===== src/dsp_cfg_pkg.sv =====
// constants and types for the start-up configuration register block
package dsp_cfg_pkg;
   // control-port geometry
   localparam int ADDR_W = 16;
   localparam int DATA_W = 16;
   // register addresses on the control port
   localparam logic [15:0] ADDR_PLL_FEEDBACK = 16'hF000;
   localparam logic [15:0] ADDR_PLL_PRESCALE = 16'hF001;
   localparam logic [15:0] ADDR_CLK_SOURCE = 16'hF002;
   localparam logic [15:0] ADDR_PLL_RUN = 16'hF003;
   localparam logic [15:0] ADDR_PLL_LOCK = 16'hF004;
   localparam logic [15:0] ADDR_CLK_OUTPUT = 16'hF005;
   localparam logic [15:0] ADDR_POWER_FIRST = 16'hF050;
   localparam logic [15:0] ADDR_POWER_SECOND = 16'hF051;
   localparam logic [15:0] ADDR_HIBERNATE = 16'hF400;
   localparam logic [15:0] ADDR_FRAME_PULSE = 16'hF401;
   localparam logic [15:0] ADDR_CORE_RUN = 16'hF402;
   localparam logic [15:0] ADDR_ENTRY_POINT = 16'hF404;
   localparam logic [15:0] ADDR_SOFT_RESET = 16'hF890;
   // memory windows: below the register base everything is RAM
   localparam logic [15:0] ADDR_REG_BASE = 16'hF000;
   localparam logic [15:0] ADDR_PROGRAM_RAM = 16'hC000;
   localparam logic [15:0] ADDR_DATA_BANK_A = 16'h0000;
   localparam logic [15:0] ADDR_DATA_BANK_B = 16'h6000;
   // reset values and field codes
   localparam logic [15:0] RST_PLL_FEEDBACK = 16'h0060;
   localparam logic [15:0] RST_ZERO = 16'h0000;
   localparam logic [15:0] RST_SOFT_RESET = 16'h0001;
   localparam logic [15:0] FRAME_PULSE_INTERNAL = 16'h0002;
   localparam logic [15:0] CLK_OUTPUT_OFF = 16'h0000;
   localparam int ENABLE_BIT = 0;
   localparam int LOCK_BIT = 0;
   localparam int PRESCALE_LSB = 0;
   localparam int PRESCALE_W = 2;
   // slave-select rises needed to enter spi mode
   localparam logic [1:0] SPI_TOGGLES = 2'h3;
   // timing
   localparam int CLK_PERIOD_NS = 4;
   localparam int PLL_LOCK_TIME_NS = 10666000;
   localparam int PLL_LOCK_CYCLES = PLL_LOCK_TIME_NS / CLK_PERIOD_NS;
   localparam int INIT_TIME_NS = 50000;
   localparam int INIT_CYCLES = (INIT_TIME_NS + CLK_PERIOD_NS - 1) / CLK_PERIOD_NS;
   localparam int TIMER_W = 32;

   // one control-port request
   typedef struct packed {
      logic wr;
      logic rd;
      logic [15:0] addr;
      logic [15:0] wdata;
   } ctrl_req_t;

   // software-visible configuration registers
   typedef struct packed {
      logic [15:0] pll_feedback_divider;
      logic [15:0] pll_input_prescaler;
      logic [15:0] core_clock_source_select;
      logic [15:0] pll_run_control;
      logic [15:0] clock_output_control;
      logic [15:0] subsystem_power_first;
      logic [15:0] subsystem_power_second;
      logic [15:0] core_hibernate;
      logic [15:0] frame_pulse_select;
      logic [15:0] core_run_control;
      logic [15:0] program_entry_point;
      logic [15:0] soft_reset_control;
   } cfg_regs_t;

   // pll sequencing
   typedef enum logic [1:0] {PLL_OFF, PLL_LOCKING, PLL_LOCKED} pll_state_t;
endpackage


===== src/interval_timer.sv =====
// one-shot interval timer: pulses done a fixed count after start
module interval_timer #(
   parameter int unsigned CYCLES = 1
) (
   input wire logic core_clk_in,
   input wire logic srst_in,
   input wire logic start_in,
   input wire logic abort_in,
   output logic busy_out,
   output logic done_out
);
   // timer state
   typedef struct packed {
      logic busy;
      logic done;
      logic [dsp_cfg_pkg::TIMER_W-1:0] cnt;
   } timer_state_t;

   timer_state_t s;
   timer_state_t next_s;

   // countdown, abort wins over a running count
   always_comb begin
      next_s = s;
      next_s.done = 1'b0;
      if (abort_in) begin
         next_s.busy = 1'b0;
      end else if (start_in) begin
         next_s.busy = 1'b1;
         next_s.cnt = (dsp_cfg_pkg::TIMER_W)'(CYCLES - 1);
      end else if (s.busy) begin
         if (s.cnt == '0) begin
            next_s.busy = 1'b0;
            next_s.done = 1'b1;
         end else begin
            next_s.cnt = s.cnt - 1'b1;
         end
      end
   end

   // state register
   always_ff @(posedge core_clk_in) begin
      if (srst_in) begin
         s <= '0;
      end else begin
         s <= next_s;
      end
   end

   assign busy_out = s.busy;
   assign done_out = s.done;
endmodule


===== src/dsp_startup_config_sequence.sv =====
// start-up configuration registers, pll lock sequencing and core run control
// Function
// - feedback divider defaults to 0x60 (96)
// - prescaler code 0x02 divides master clock by 4
// - clock source 0x01 selects pll for core
// - clock output 0x05 enables output pin
// - writes fail while locking; lock bit readable
// - first power register powers major subsystems
// - entry point register sets start instruction
// - frame pulse select 0x02 means internal
module dsp_startup_config_sequence #(
   parameter int unsigned LOCK_CYCLES = dsp_cfg_pkg::PLL_LOCK_CYCLES,
   parameter int unsigned INIT_WAIT_CYCLES = dsp_cfg_pkg::INIT_CYCLES
) (
   input wire logic core_clk_in,
   input wire logic srst_in,
   input wire logic slave_select_address_zero_in,
   input wire dsp_cfg_pkg::ctrl_req_t ctrl_in,
   output logic [15:0] rdata_out,
   output logic rvalid_out,
   output logic ctrl_fail_out,
   output logic spi_mode_out,
   output dsp_cfg_pkg::cfg_regs_t cfg_out,
   output logic soft_reset_active_out,
   output logic [3:0] pll_input_div_out,
   output logic core_clk_from_pll_out,
   output logic clock_output_pin_enable_out,
   output logic pll_locked_out,
   output logic frame_pulse_internal_out,
   output logic core_running_out,
   output logic init_done_out,
   output logic mem_wr_out,
   output logic mem_prog_sel_out,
   output logic [15:0] mem_addr_out,
   output logic [15:0] mem_data_out
);
   // whole module state
   typedef struct packed {
      dsp_cfg_pkg::cfg_regs_t cfg;
      dsp_cfg_pkg::pll_state_t pll_state;
      logic ss_prev;
      logic [1:0] ss_rises;
      logic spi_mode;
      logic lock_start;
      logic init_start;
      logic init_done;
      logic [15:0] rdata;
      logic rvalid;
      logic fail;
      logic soft_active;
      logic [3:0] input_div;
      logic clk_from_pll;
      logic clock_output_pin_en;
      logic locked;
      logic frame_internal;
      logic running;
      logic mem_wr;
      logic mem_prog;
      logic [15:0] mem_addr;
      logic [15:0] mem_data;
   } top_state_t;

   top_state_t s;
   top_state_t next_s;
   logic lock_done; // pll lock timer expired
   logic init_elapsed; // post-start wait expired
   logic port_open; // control port alive
   logic in_soft; // soft reset held
   logic wr_ok; // write accepted this cycle
   logic rd_ok; // read accepted this cycle

   // defaults restored at power-on and by soft reset
   function automatic dsp_cfg_pkg::cfg_regs_t cfg_defaults();
      dsp_cfg_pkg::cfg_regs_t c;
      c = '0;
      c.pll_feedback_divider = dsp_cfg_pkg::RST_PLL_FEEDBACK;
      c.clock_output_control = dsp_cfg_pkg::CLK_OUTPUT_OFF;
      c.soft_reset_control = dsp_cfg_pkg::RST_SOFT_RESET;
      return c;
   endfunction

   // emulated pll lock time
   interval_timer #(.CYCLES(LOCK_CYCLES)) lock_timer (
      .core_clk_in(core_clk_in),
      .srst_in(srst_in),
      .start_in(s.lock_start),
      .abort_in(s.pll_state == dsp_cfg_pkg::PLL_OFF),
      .busy_out(),
      .done_out(lock_done)
   );

   // wait for the core's init program after start
   interval_timer #(.CYCLES(INIT_WAIT_CYCLES)) init_timer (
      .core_clk_in(core_clk_in),
      .srst_in(srst_in),
      .start_in(s.init_start),
      .abort_in(!s.running),
      .busy_out(),
      .done_out(init_elapsed)
   );

   assign port_open = (s.pll_state != dsp_cfg_pkg::PLL_LOCKING);
   assign in_soft = !s.cfg.soft_reset_control[dsp_cfg_pkg::ENABLE_BIT];
   // only soft-reset register writable in soft reset
   assign wr_ok = ctrl_in.wr && port_open
      && (!in_soft || ctrl_in.addr == dsp_cfg_pkg::ADDR_SOFT_RESET);
   assign rd_ok = ctrl_in.rd && port_open;

   // next-state logic
   always_comb begin
      next_s = s;
      next_s.rvalid = 1'b0;
      next_s.fail = 1'b0;
      next_s.mem_wr = 1'b0;
      next_s.lock_start = 1'b0;
      next_s.init_start = 1'b0;
      next_s.ss_prev = slave_select_address_zero_in;
      // count slave-select rises up to spi mode
      if (slave_select_address_zero_in && !s.ss_prev && !s.spi_mode) begin
         next_s.ss_rises = s.ss_rises + 2'h1;
         if (s.ss_rises + 2'h1 == dsp_cfg_pkg::SPI_TOGGLES) begin
            next_s.spi_mode = 1'b1;
         end
      end
      // refused access shows as fail pulse
      if ((ctrl_in.wr && !wr_ok) || (ctrl_in.rd && !rd_ok)) begin
         next_s.fail = 1'b1;
      end
      // lock timer completion
      if (lock_done && s.pll_state == dsp_cfg_pkg::PLL_LOCKING) begin
         next_s.pll_state = dsp_cfg_pkg::PLL_LOCKED;
      end
      if (init_elapsed) begin
         next_s.init_done = 1'b1;
      end
      if (wr_ok) begin
         if (ctrl_in.addr < dsp_cfg_pkg::ADDR_REG_BASE) begin
            // RAM write forwarded, program window flagged
            next_s.mem_wr = 1'b1;
            next_s.mem_addr = ctrl_in.addr;
            next_s.mem_data = ctrl_in.wdata;
            next_s.mem_prog = (ctrl_in.addr >= dsp_cfg_pkg::ADDR_PROGRAM_RAM);
         end else begin
            unique case (ctrl_in.addr)
               dsp_cfg_pkg::ADDR_PLL_FEEDBACK: next_s.cfg.pll_feedback_divider = ctrl_in.wdata;
               dsp_cfg_pkg::ADDR_PLL_PRESCALE: next_s.cfg.pll_input_prescaler = ctrl_in.wdata;
               dsp_cfg_pkg::ADDR_CLK_SOURCE: next_s.cfg.core_clock_source_select = ctrl_in.wdata;
               dsp_cfg_pkg::ADDR_CLK_OUTPUT: next_s.cfg.clock_output_control = ctrl_in.wdata;
               dsp_cfg_pkg::ADDR_POWER_FIRST: next_s.cfg.subsystem_power_first = ctrl_in.wdata;
               dsp_cfg_pkg::ADDR_POWER_SECOND: next_s.cfg.subsystem_power_second = ctrl_in.wdata;
               dsp_cfg_pkg::ADDR_HIBERNATE: next_s.cfg.core_hibernate = ctrl_in.wdata;
               dsp_cfg_pkg::ADDR_FRAME_PULSE: next_s.cfg.frame_pulse_select = ctrl_in.wdata;
               dsp_cfg_pkg::ADDR_ENTRY_POINT: next_s.cfg.program_entry_point = ctrl_in.wdata;
               dsp_cfg_pkg::ADDR_PLL_RUN: begin
                  // enable restarts lock attempt, disable drops lock
                  next_s.cfg.pll_run_control = ctrl_in.wdata;
                  if (ctrl_in.wdata[dsp_cfg_pkg::ENABLE_BIT]) begin
                     next_s.pll_state = dsp_cfg_pkg::PLL_LOCKING;
                     next_s.lock_start = 1'b1;
                  end else begin
                     next_s.pll_state = dsp_cfg_pkg::PLL_OFF;
                  end
               end
               dsp_cfg_pkg::ADDR_CORE_RUN: begin
                  // start edge arms init wait, stop clears it
                  next_s.cfg.core_run_control = ctrl_in.wdata;
                  if (!ctrl_in.wdata[dsp_cfg_pkg::ENABLE_BIT]) begin
                     next_s.init_done = 1'b0;
                  end else if (!s.cfg.core_run_control[dsp_cfg_pkg::ENABLE_BIT]) begin
                     next_s.init_start = 1'b1;
                     next_s.init_done = 1'b0;
                  end
               end
               dsp_cfg_pkg::ADDR_SOFT_RESET: begin
                  if (!ctrl_in.wdata[dsp_cfg_pkg::ENABLE_BIT]) begin
                     next_s.cfg = cfg_defaults();
                     next_s.pll_state = dsp_cfg_pkg::PLL_OFF;
                     next_s.init_done = 1'b0;
                  end
                  next_s.cfg.soft_reset_control = ctrl_in.wdata;
               end
               default: ; // unmapped register write ignored
            endcase
         end
      end
      // register read, unmapped reads zero
      if (rd_ok) begin
         next_s.rvalid = 1'b1;
         unique case (ctrl_in.addr)
            dsp_cfg_pkg::ADDR_PLL_FEEDBACK: next_s.rdata = s.cfg.pll_feedback_divider;
            dsp_cfg_pkg::ADDR_PLL_PRESCALE: next_s.rdata = s.cfg.pll_input_prescaler;
            dsp_cfg_pkg::ADDR_CLK_SOURCE: next_s.rdata = s.cfg.core_clock_source_select;
            dsp_cfg_pkg::ADDR_PLL_RUN: next_s.rdata = s.cfg.pll_run_control;
            dsp_cfg_pkg::ADDR_PLL_LOCK: next_s.rdata = {15'h0000, s.locked};
            dsp_cfg_pkg::ADDR_CLK_OUTPUT: next_s.rdata = s.cfg.clock_output_control;
            dsp_cfg_pkg::ADDR_POWER_FIRST: next_s.rdata = s.cfg.subsystem_power_first;
            dsp_cfg_pkg::ADDR_POWER_SECOND: next_s.rdata = s.cfg.subsystem_power_second;
            dsp_cfg_pkg::ADDR_HIBERNATE: next_s.rdata = s.cfg.core_hibernate;
            dsp_cfg_pkg::ADDR_FRAME_PULSE: next_s.rdata = s.cfg.frame_pulse_select;
            dsp_cfg_pkg::ADDR_CORE_RUN: next_s.rdata = s.cfg.core_run_control;
            dsp_cfg_pkg::ADDR_ENTRY_POINT: next_s.rdata = s.cfg.program_entry_point;
            dsp_cfg_pkg::ADDR_SOFT_RESET: next_s.rdata = s.cfg.soft_reset_control;
            default: next_s.rdata = dsp_cfg_pkg::RST_ZERO;
         endcase
      end
      // decoded outputs follow the new register values
      next_s.soft_active = !next_s.cfg.soft_reset_control[dsp_cfg_pkg::ENABLE_BIT];
      // prescaler code n divides by 2**n
      next_s.input_div = 4'h1
         << next_s.cfg.pll_input_prescaler[dsp_cfg_pkg::PRESCALE_LSB +: dsp_cfg_pkg::PRESCALE_W];
      next_s.clk_from_pll = next_s.cfg.core_clock_source_select[dsp_cfg_pkg::ENABLE_BIT];
      // any nonzero setting enables the pin
      next_s.clock_output_pin_en = (next_s.cfg.clock_output_control != dsp_cfg_pkg::CLK_OUTPUT_OFF);
      next_s.locked = (next_s.pll_state == dsp_cfg_pkg::PLL_LOCKED);
      next_s.frame_internal = (next_s.cfg.frame_pulse_select == dsp_cfg_pkg::FRAME_PULSE_INTERNAL);
      // hibernate halts core regardless of run
      next_s.running = next_s.cfg.core_run_control[dsp_cfg_pkg::ENABLE_BIT]
         && !next_s.cfg.core_hibernate[dsp_cfg_pkg::ENABLE_BIT] && !next_s.soft_active;
   end

   // state register
   always_ff @(posedge core_clk_in) begin
      if (srst_in) begin
         s <= '0;
         // idle pin level, so no false rise follows reset
         s.ss_prev <= 1'b1;
         s.cfg <= cfg_defaults();
         s.input_div <= 4'h1;
      end else begin
         s <= next_s;
      end
   end

   // outputs, all straight from the state register
   assign rdata_out = s.rdata;
   assign rvalid_out = s.rvalid;
   assign ctrl_fail_out = s.fail;
   assign spi_mode_out = s.spi_mode;
   assign cfg_out = s.cfg;
   assign soft_reset_active_out = s.soft_active;
   assign pll_input_div_out = s.input_div;
   assign core_clk_from_pll_out = s.clk_from_pll;
   assign clock_output_pin_enable_out = s.clock_output_pin_en;
   assign pll_locked_out = s.locked;
   assign frame_pulse_internal_out = s.frame_internal;
   assign core_running_out = s.running;
   assign init_done_out = s.init_done;
   assign mem_wr_out = s.mem_wr;
   assign mem_prog_sel_out = s.mem_prog;
   assign mem_addr_out = s.mem_addr;
   assign mem_data_out = s.mem_data;
endmodule


===== config.mk =====
export PLATFORM = sky130hd
export DESIGN_NAME = dsp_startup_config_sequence
export DESIGN_NICKNAME = d
export VERILOG_FILES = /design/src/dsp_cfg_pkg.sv /design/src/interval_timer.sv /design/src/dsp_startup_config_sequence.sv
export SDC_FILE = /design/constraint.sdc
export NUM_CORES = 1
export LEC_CHECK = 0
export BUFFER_PORTS_ARGS = -buffer_cell sky130_fd_sc_hd__clkbuf_2
export CORE_UTILIZATION = 51
export CTS_BUF_LIST = sky130_fd_sc_hd__clkbuf_16
export DETAILED_ROUTE_END_ITERATION = 10
export HOLD_SLACK_MARGIN = 0.08
export PLACE_DENSITY = 0.75
export SYNTH_ARGS = -nofsm -noshare
export SYNTH_HDL_FRONTEND = slang
export SYNTH_SLANG_ARGS = --single-unit

===== constraint.sdc =====
create_clock -name core_clk_in -period 3.05 [get_ports core_clk_in]
set_clock_uncertainty 0.15 [all_clocks]
set_input_delay 0.61 -clock core_clk_in [delete_from_list [all_inputs] [get_ports core_clk_in]]
set_output_delay 0.61 -clock core_clk_in [all_outputs]
set_load 0.1 [all_outputs]

==> impl_metrics.py <==
metrics = {
    "run_status": {
        "status": "complete, no violations",
    },
    "detailed_routing": {
        "vias": 15462,
        "drt-vias-per-instance": 6.04,
        "avgRoutedWirePerCell_um": 21.6,
        "ant_nets": 0,
        "firstDrtPassIters": 6,
        "drc": 0,
        "totalWireLength_um": 55400,
        "first_iter_violations": 1783,
    },
    "yosys": {
        "yosys_warnings": 0,
        "synthTopCellsByArea": "dfxtp_1 (40%), buf_4 (11%), nand2_1 (9.4%)",
        "syn_nets": 2088,
        "yosysSeqAreaShare_pct": 40.1,
        "synth_edf_count": 0,
        "ys_ff_latch": 330,
        "synth.largest_area_cell": "dfxtp_1",
        "syn_avg_cell_area_um2": 8.04,
        "syn_area_um2": 16500,
        "ys_async_sr_fraction_pct": 0,
        "ys.flop_type": "dfxtp_1",
        "synth.top_cell.area_share_pct": 40.1,
        "syn_inst": 2048,
        "ys_types": 78,
    },
    "finish": {
        "final_cells": 2562,
        "finalNetCount": 2172,
        "multi_input_area_um2": 7440,
        "layout.cell_area.non_filler_um2": 18300,
        "register_area_um2": 6610,
        "final_common_cell": "nand2_1",
        "fillers": 2879,
        "layout_common_cells": "nand2_1 (414), dfxtp_1 (330), clkbuf_2 (291)",
        "drive_gt1_share_pct": 24.1,
        "diodes": 0,
        "syn_to_final_growth_pct": 11.1,
    },
    "die": {
        "die_w_um": 182,
        "core_um2": 31600,
        "rows": 65,
        "pin_count": 293,
        "die-area_um2": 33000,
        "initial_core_util_pct": 52.1,
        "die_h_um": 182,
    },
    "timing": {
        "setup_tns_ps": 0,
        "setup_viol": 0,
        "tightest_slew_ps": 1020,
        "fin_crit_sh_pct": 93.3,
        "fin_crit_ps": 2840,
        "rsz0062_at_grt": "no",
        "setup_ws_ps": 205,
        "hold_violations": 0,
        "max_freq_mhz": 352,
        "slew_viol_final": 0,
        "relSlewSlack_pct": 31.8,
    },
    "placed_design": {
        "io_buffers": 292,
        "gp_congestion": 1.03,
        "place_ws_ps": -13.8,
        "place_inst": 2496,
        "dp_hpwl_um": 40200,
        "place_area_um2": 17200,
    },
    "clock_network": {
        "path_clk_slew_ps": 60,
        "cts_buffers": 36,
        "post_cts_buffers": 0,
        "cts_tree": "done",
        "clkSinkCount": 330,
        "htreeDepth": 2,
        "root_buffer": "clkbuf_16",
        "clockBufferDepth": 3,
        "clock_latency_ps": 540,
        "hold_buffers": 0,
        "cts_resized": 0,
    },
    "critical_path": {
        "cp_max_fo": 7,
        "cp-end-kind": "register",
        "regToRegSetupSlack_ps": 210,
        "crit_arrival_ps": 3140,
        "crit_type": "register to register",
        "rr_endpoint": "init_timer.s[15]",
        "reg2reg_depth": 6,
        "critPathLaunchType": "register",
        "r2r-start": "init_timer.s[3]",
        "critPathRequiredTime_ps": 3340,
    },
    "grt": {
        "grt_usage_pct": 33.1,
        "grt-ovfl-total": 0,
        "grt_pass1_wl_um": 85100,
        "grt_max_degree": 70,
        "antenna_found_initial": 0,
        "grt_pass1_vias": 14647,
    },
    "flow_run": {
        "drv_cap": 0,
    },
    "min_path": {
        "worst_hold_path_type": "input pin to register",
        "holdPathStages": 2,
        "hp-start": "slave_select_address_zero_in",
        "whs_endpoint": "s[68]",
    },
    "power_and_ir_drop": {
        "power_density_nw_per_um2": 494,
        "ir_drop_mv": 0.360,
        "power_w": 0.00903,
        "leakagePower_nw": 7.23,
    },
}
-- per-stage QoR --
stage                     hold WS (ps)  util, %
after floorplan                    287        -
after global placement             296     54.5
after detailed placement           295     54.5
after CTS                          155     57.8
after global routing               175     57.8
final                              173     57.8
-- final cells by class --
type	count	share of cell area, %
clock inverters	30	0.876
repair buffers	420	14.2
inverters	19	0.390
multi-input cells	1325	40.7
clock buffers	36	4.93
flip-flops and latches	330	36.1
well taps	402	2.75
-- synth_stat cells (11+ instances only) --
cell       count
nand2_1      414
dfxtp_1      330
buf_4        247
a21oi_1      225
nor2_1       132
clkbuf_1      99
a22oi_1       52
nor3_1        45
xnor2_1       43
nor4_1        42
a22o_1        31
nand3_1       31
buf_2         25
nor2b_1       23
inv_1         19
or3_1         19
a222oi_1      15
o2111ai_1     15
nand2b_1      13
or4_1         12
nand4_1       11
o21ai_1       11
-- cells by family (layout without fill, tap and decap cells) --
family	after synthesis	count (layout)	synth area share, %
AOI/OAI and AO/OA	438	438	17.2
adders and majority gates	3	3	0.228
buffers and inverters	393	505	14.9
DFF	330	330	40.1
xor gates and xnor gates	47	47	2.50
and+or+nand+nor	831	831	24.7
muxes	6	6	0.456
-- metal layers --
layer  GRT usage [%]  wire, um  vias up
met1            41.2     21400     7352
met4            20.6      3460        0
met2            53.1     25600      848
met3            5.90      4950      200
li1                -         -     7062
met5               0         0        -
-- worst max-delay path: stages (launching register included) --
cell	delay (ps)
dfxtp_1	350
or4_1	600
or4b_4	520
or3_1	470
buf_4	230
or3_1	310
a21oi_1	150
-- power breakdown --
part	switching (W)	internal [W]	leakage (nW)
Combinational	0.000548	0.000141	4.00
Sequential	0.0000223	0.00435	2.66
Clock	0.00181	0.00217	0.561
-- flip-flops by register name (all words and copies together) (netlist names), 4 cells and up --
register and flops:
init_timer.s 32, pll_input_div_out 4, lock_timer.s 32, s 7, rdata_out 16, cfg_out 192, mem_data_out 16, mem_addr_out 16
-- how the worst max path moves through the flow --
| stage | from | to | slack [ps] | cells after the start |
|---|---|---|---|---|
| 2_1_floorplan | ctrl_in[18] | cfg_out[103] | 50 | 9 |
| 3_3_place_gp | ctrl_in[17] | pll_input_div_out[1] | -40 | 9 |
| 3_5_place_dp | ctrl_in[19] | rdata_out[1] | -10 | 8 |
| 4_1_cts | init_timer.s[8] | init_timer.s[15] | 210 | 6 |
| 5_1_grt | init_timer.s[8] | init_timer.s[29] | 130 | 7 |
| 6_report | init_timer.s[3] | init_timer.s[15] | 210 | 6 |
Note: power is estimated with default switching activity, not from simulation.
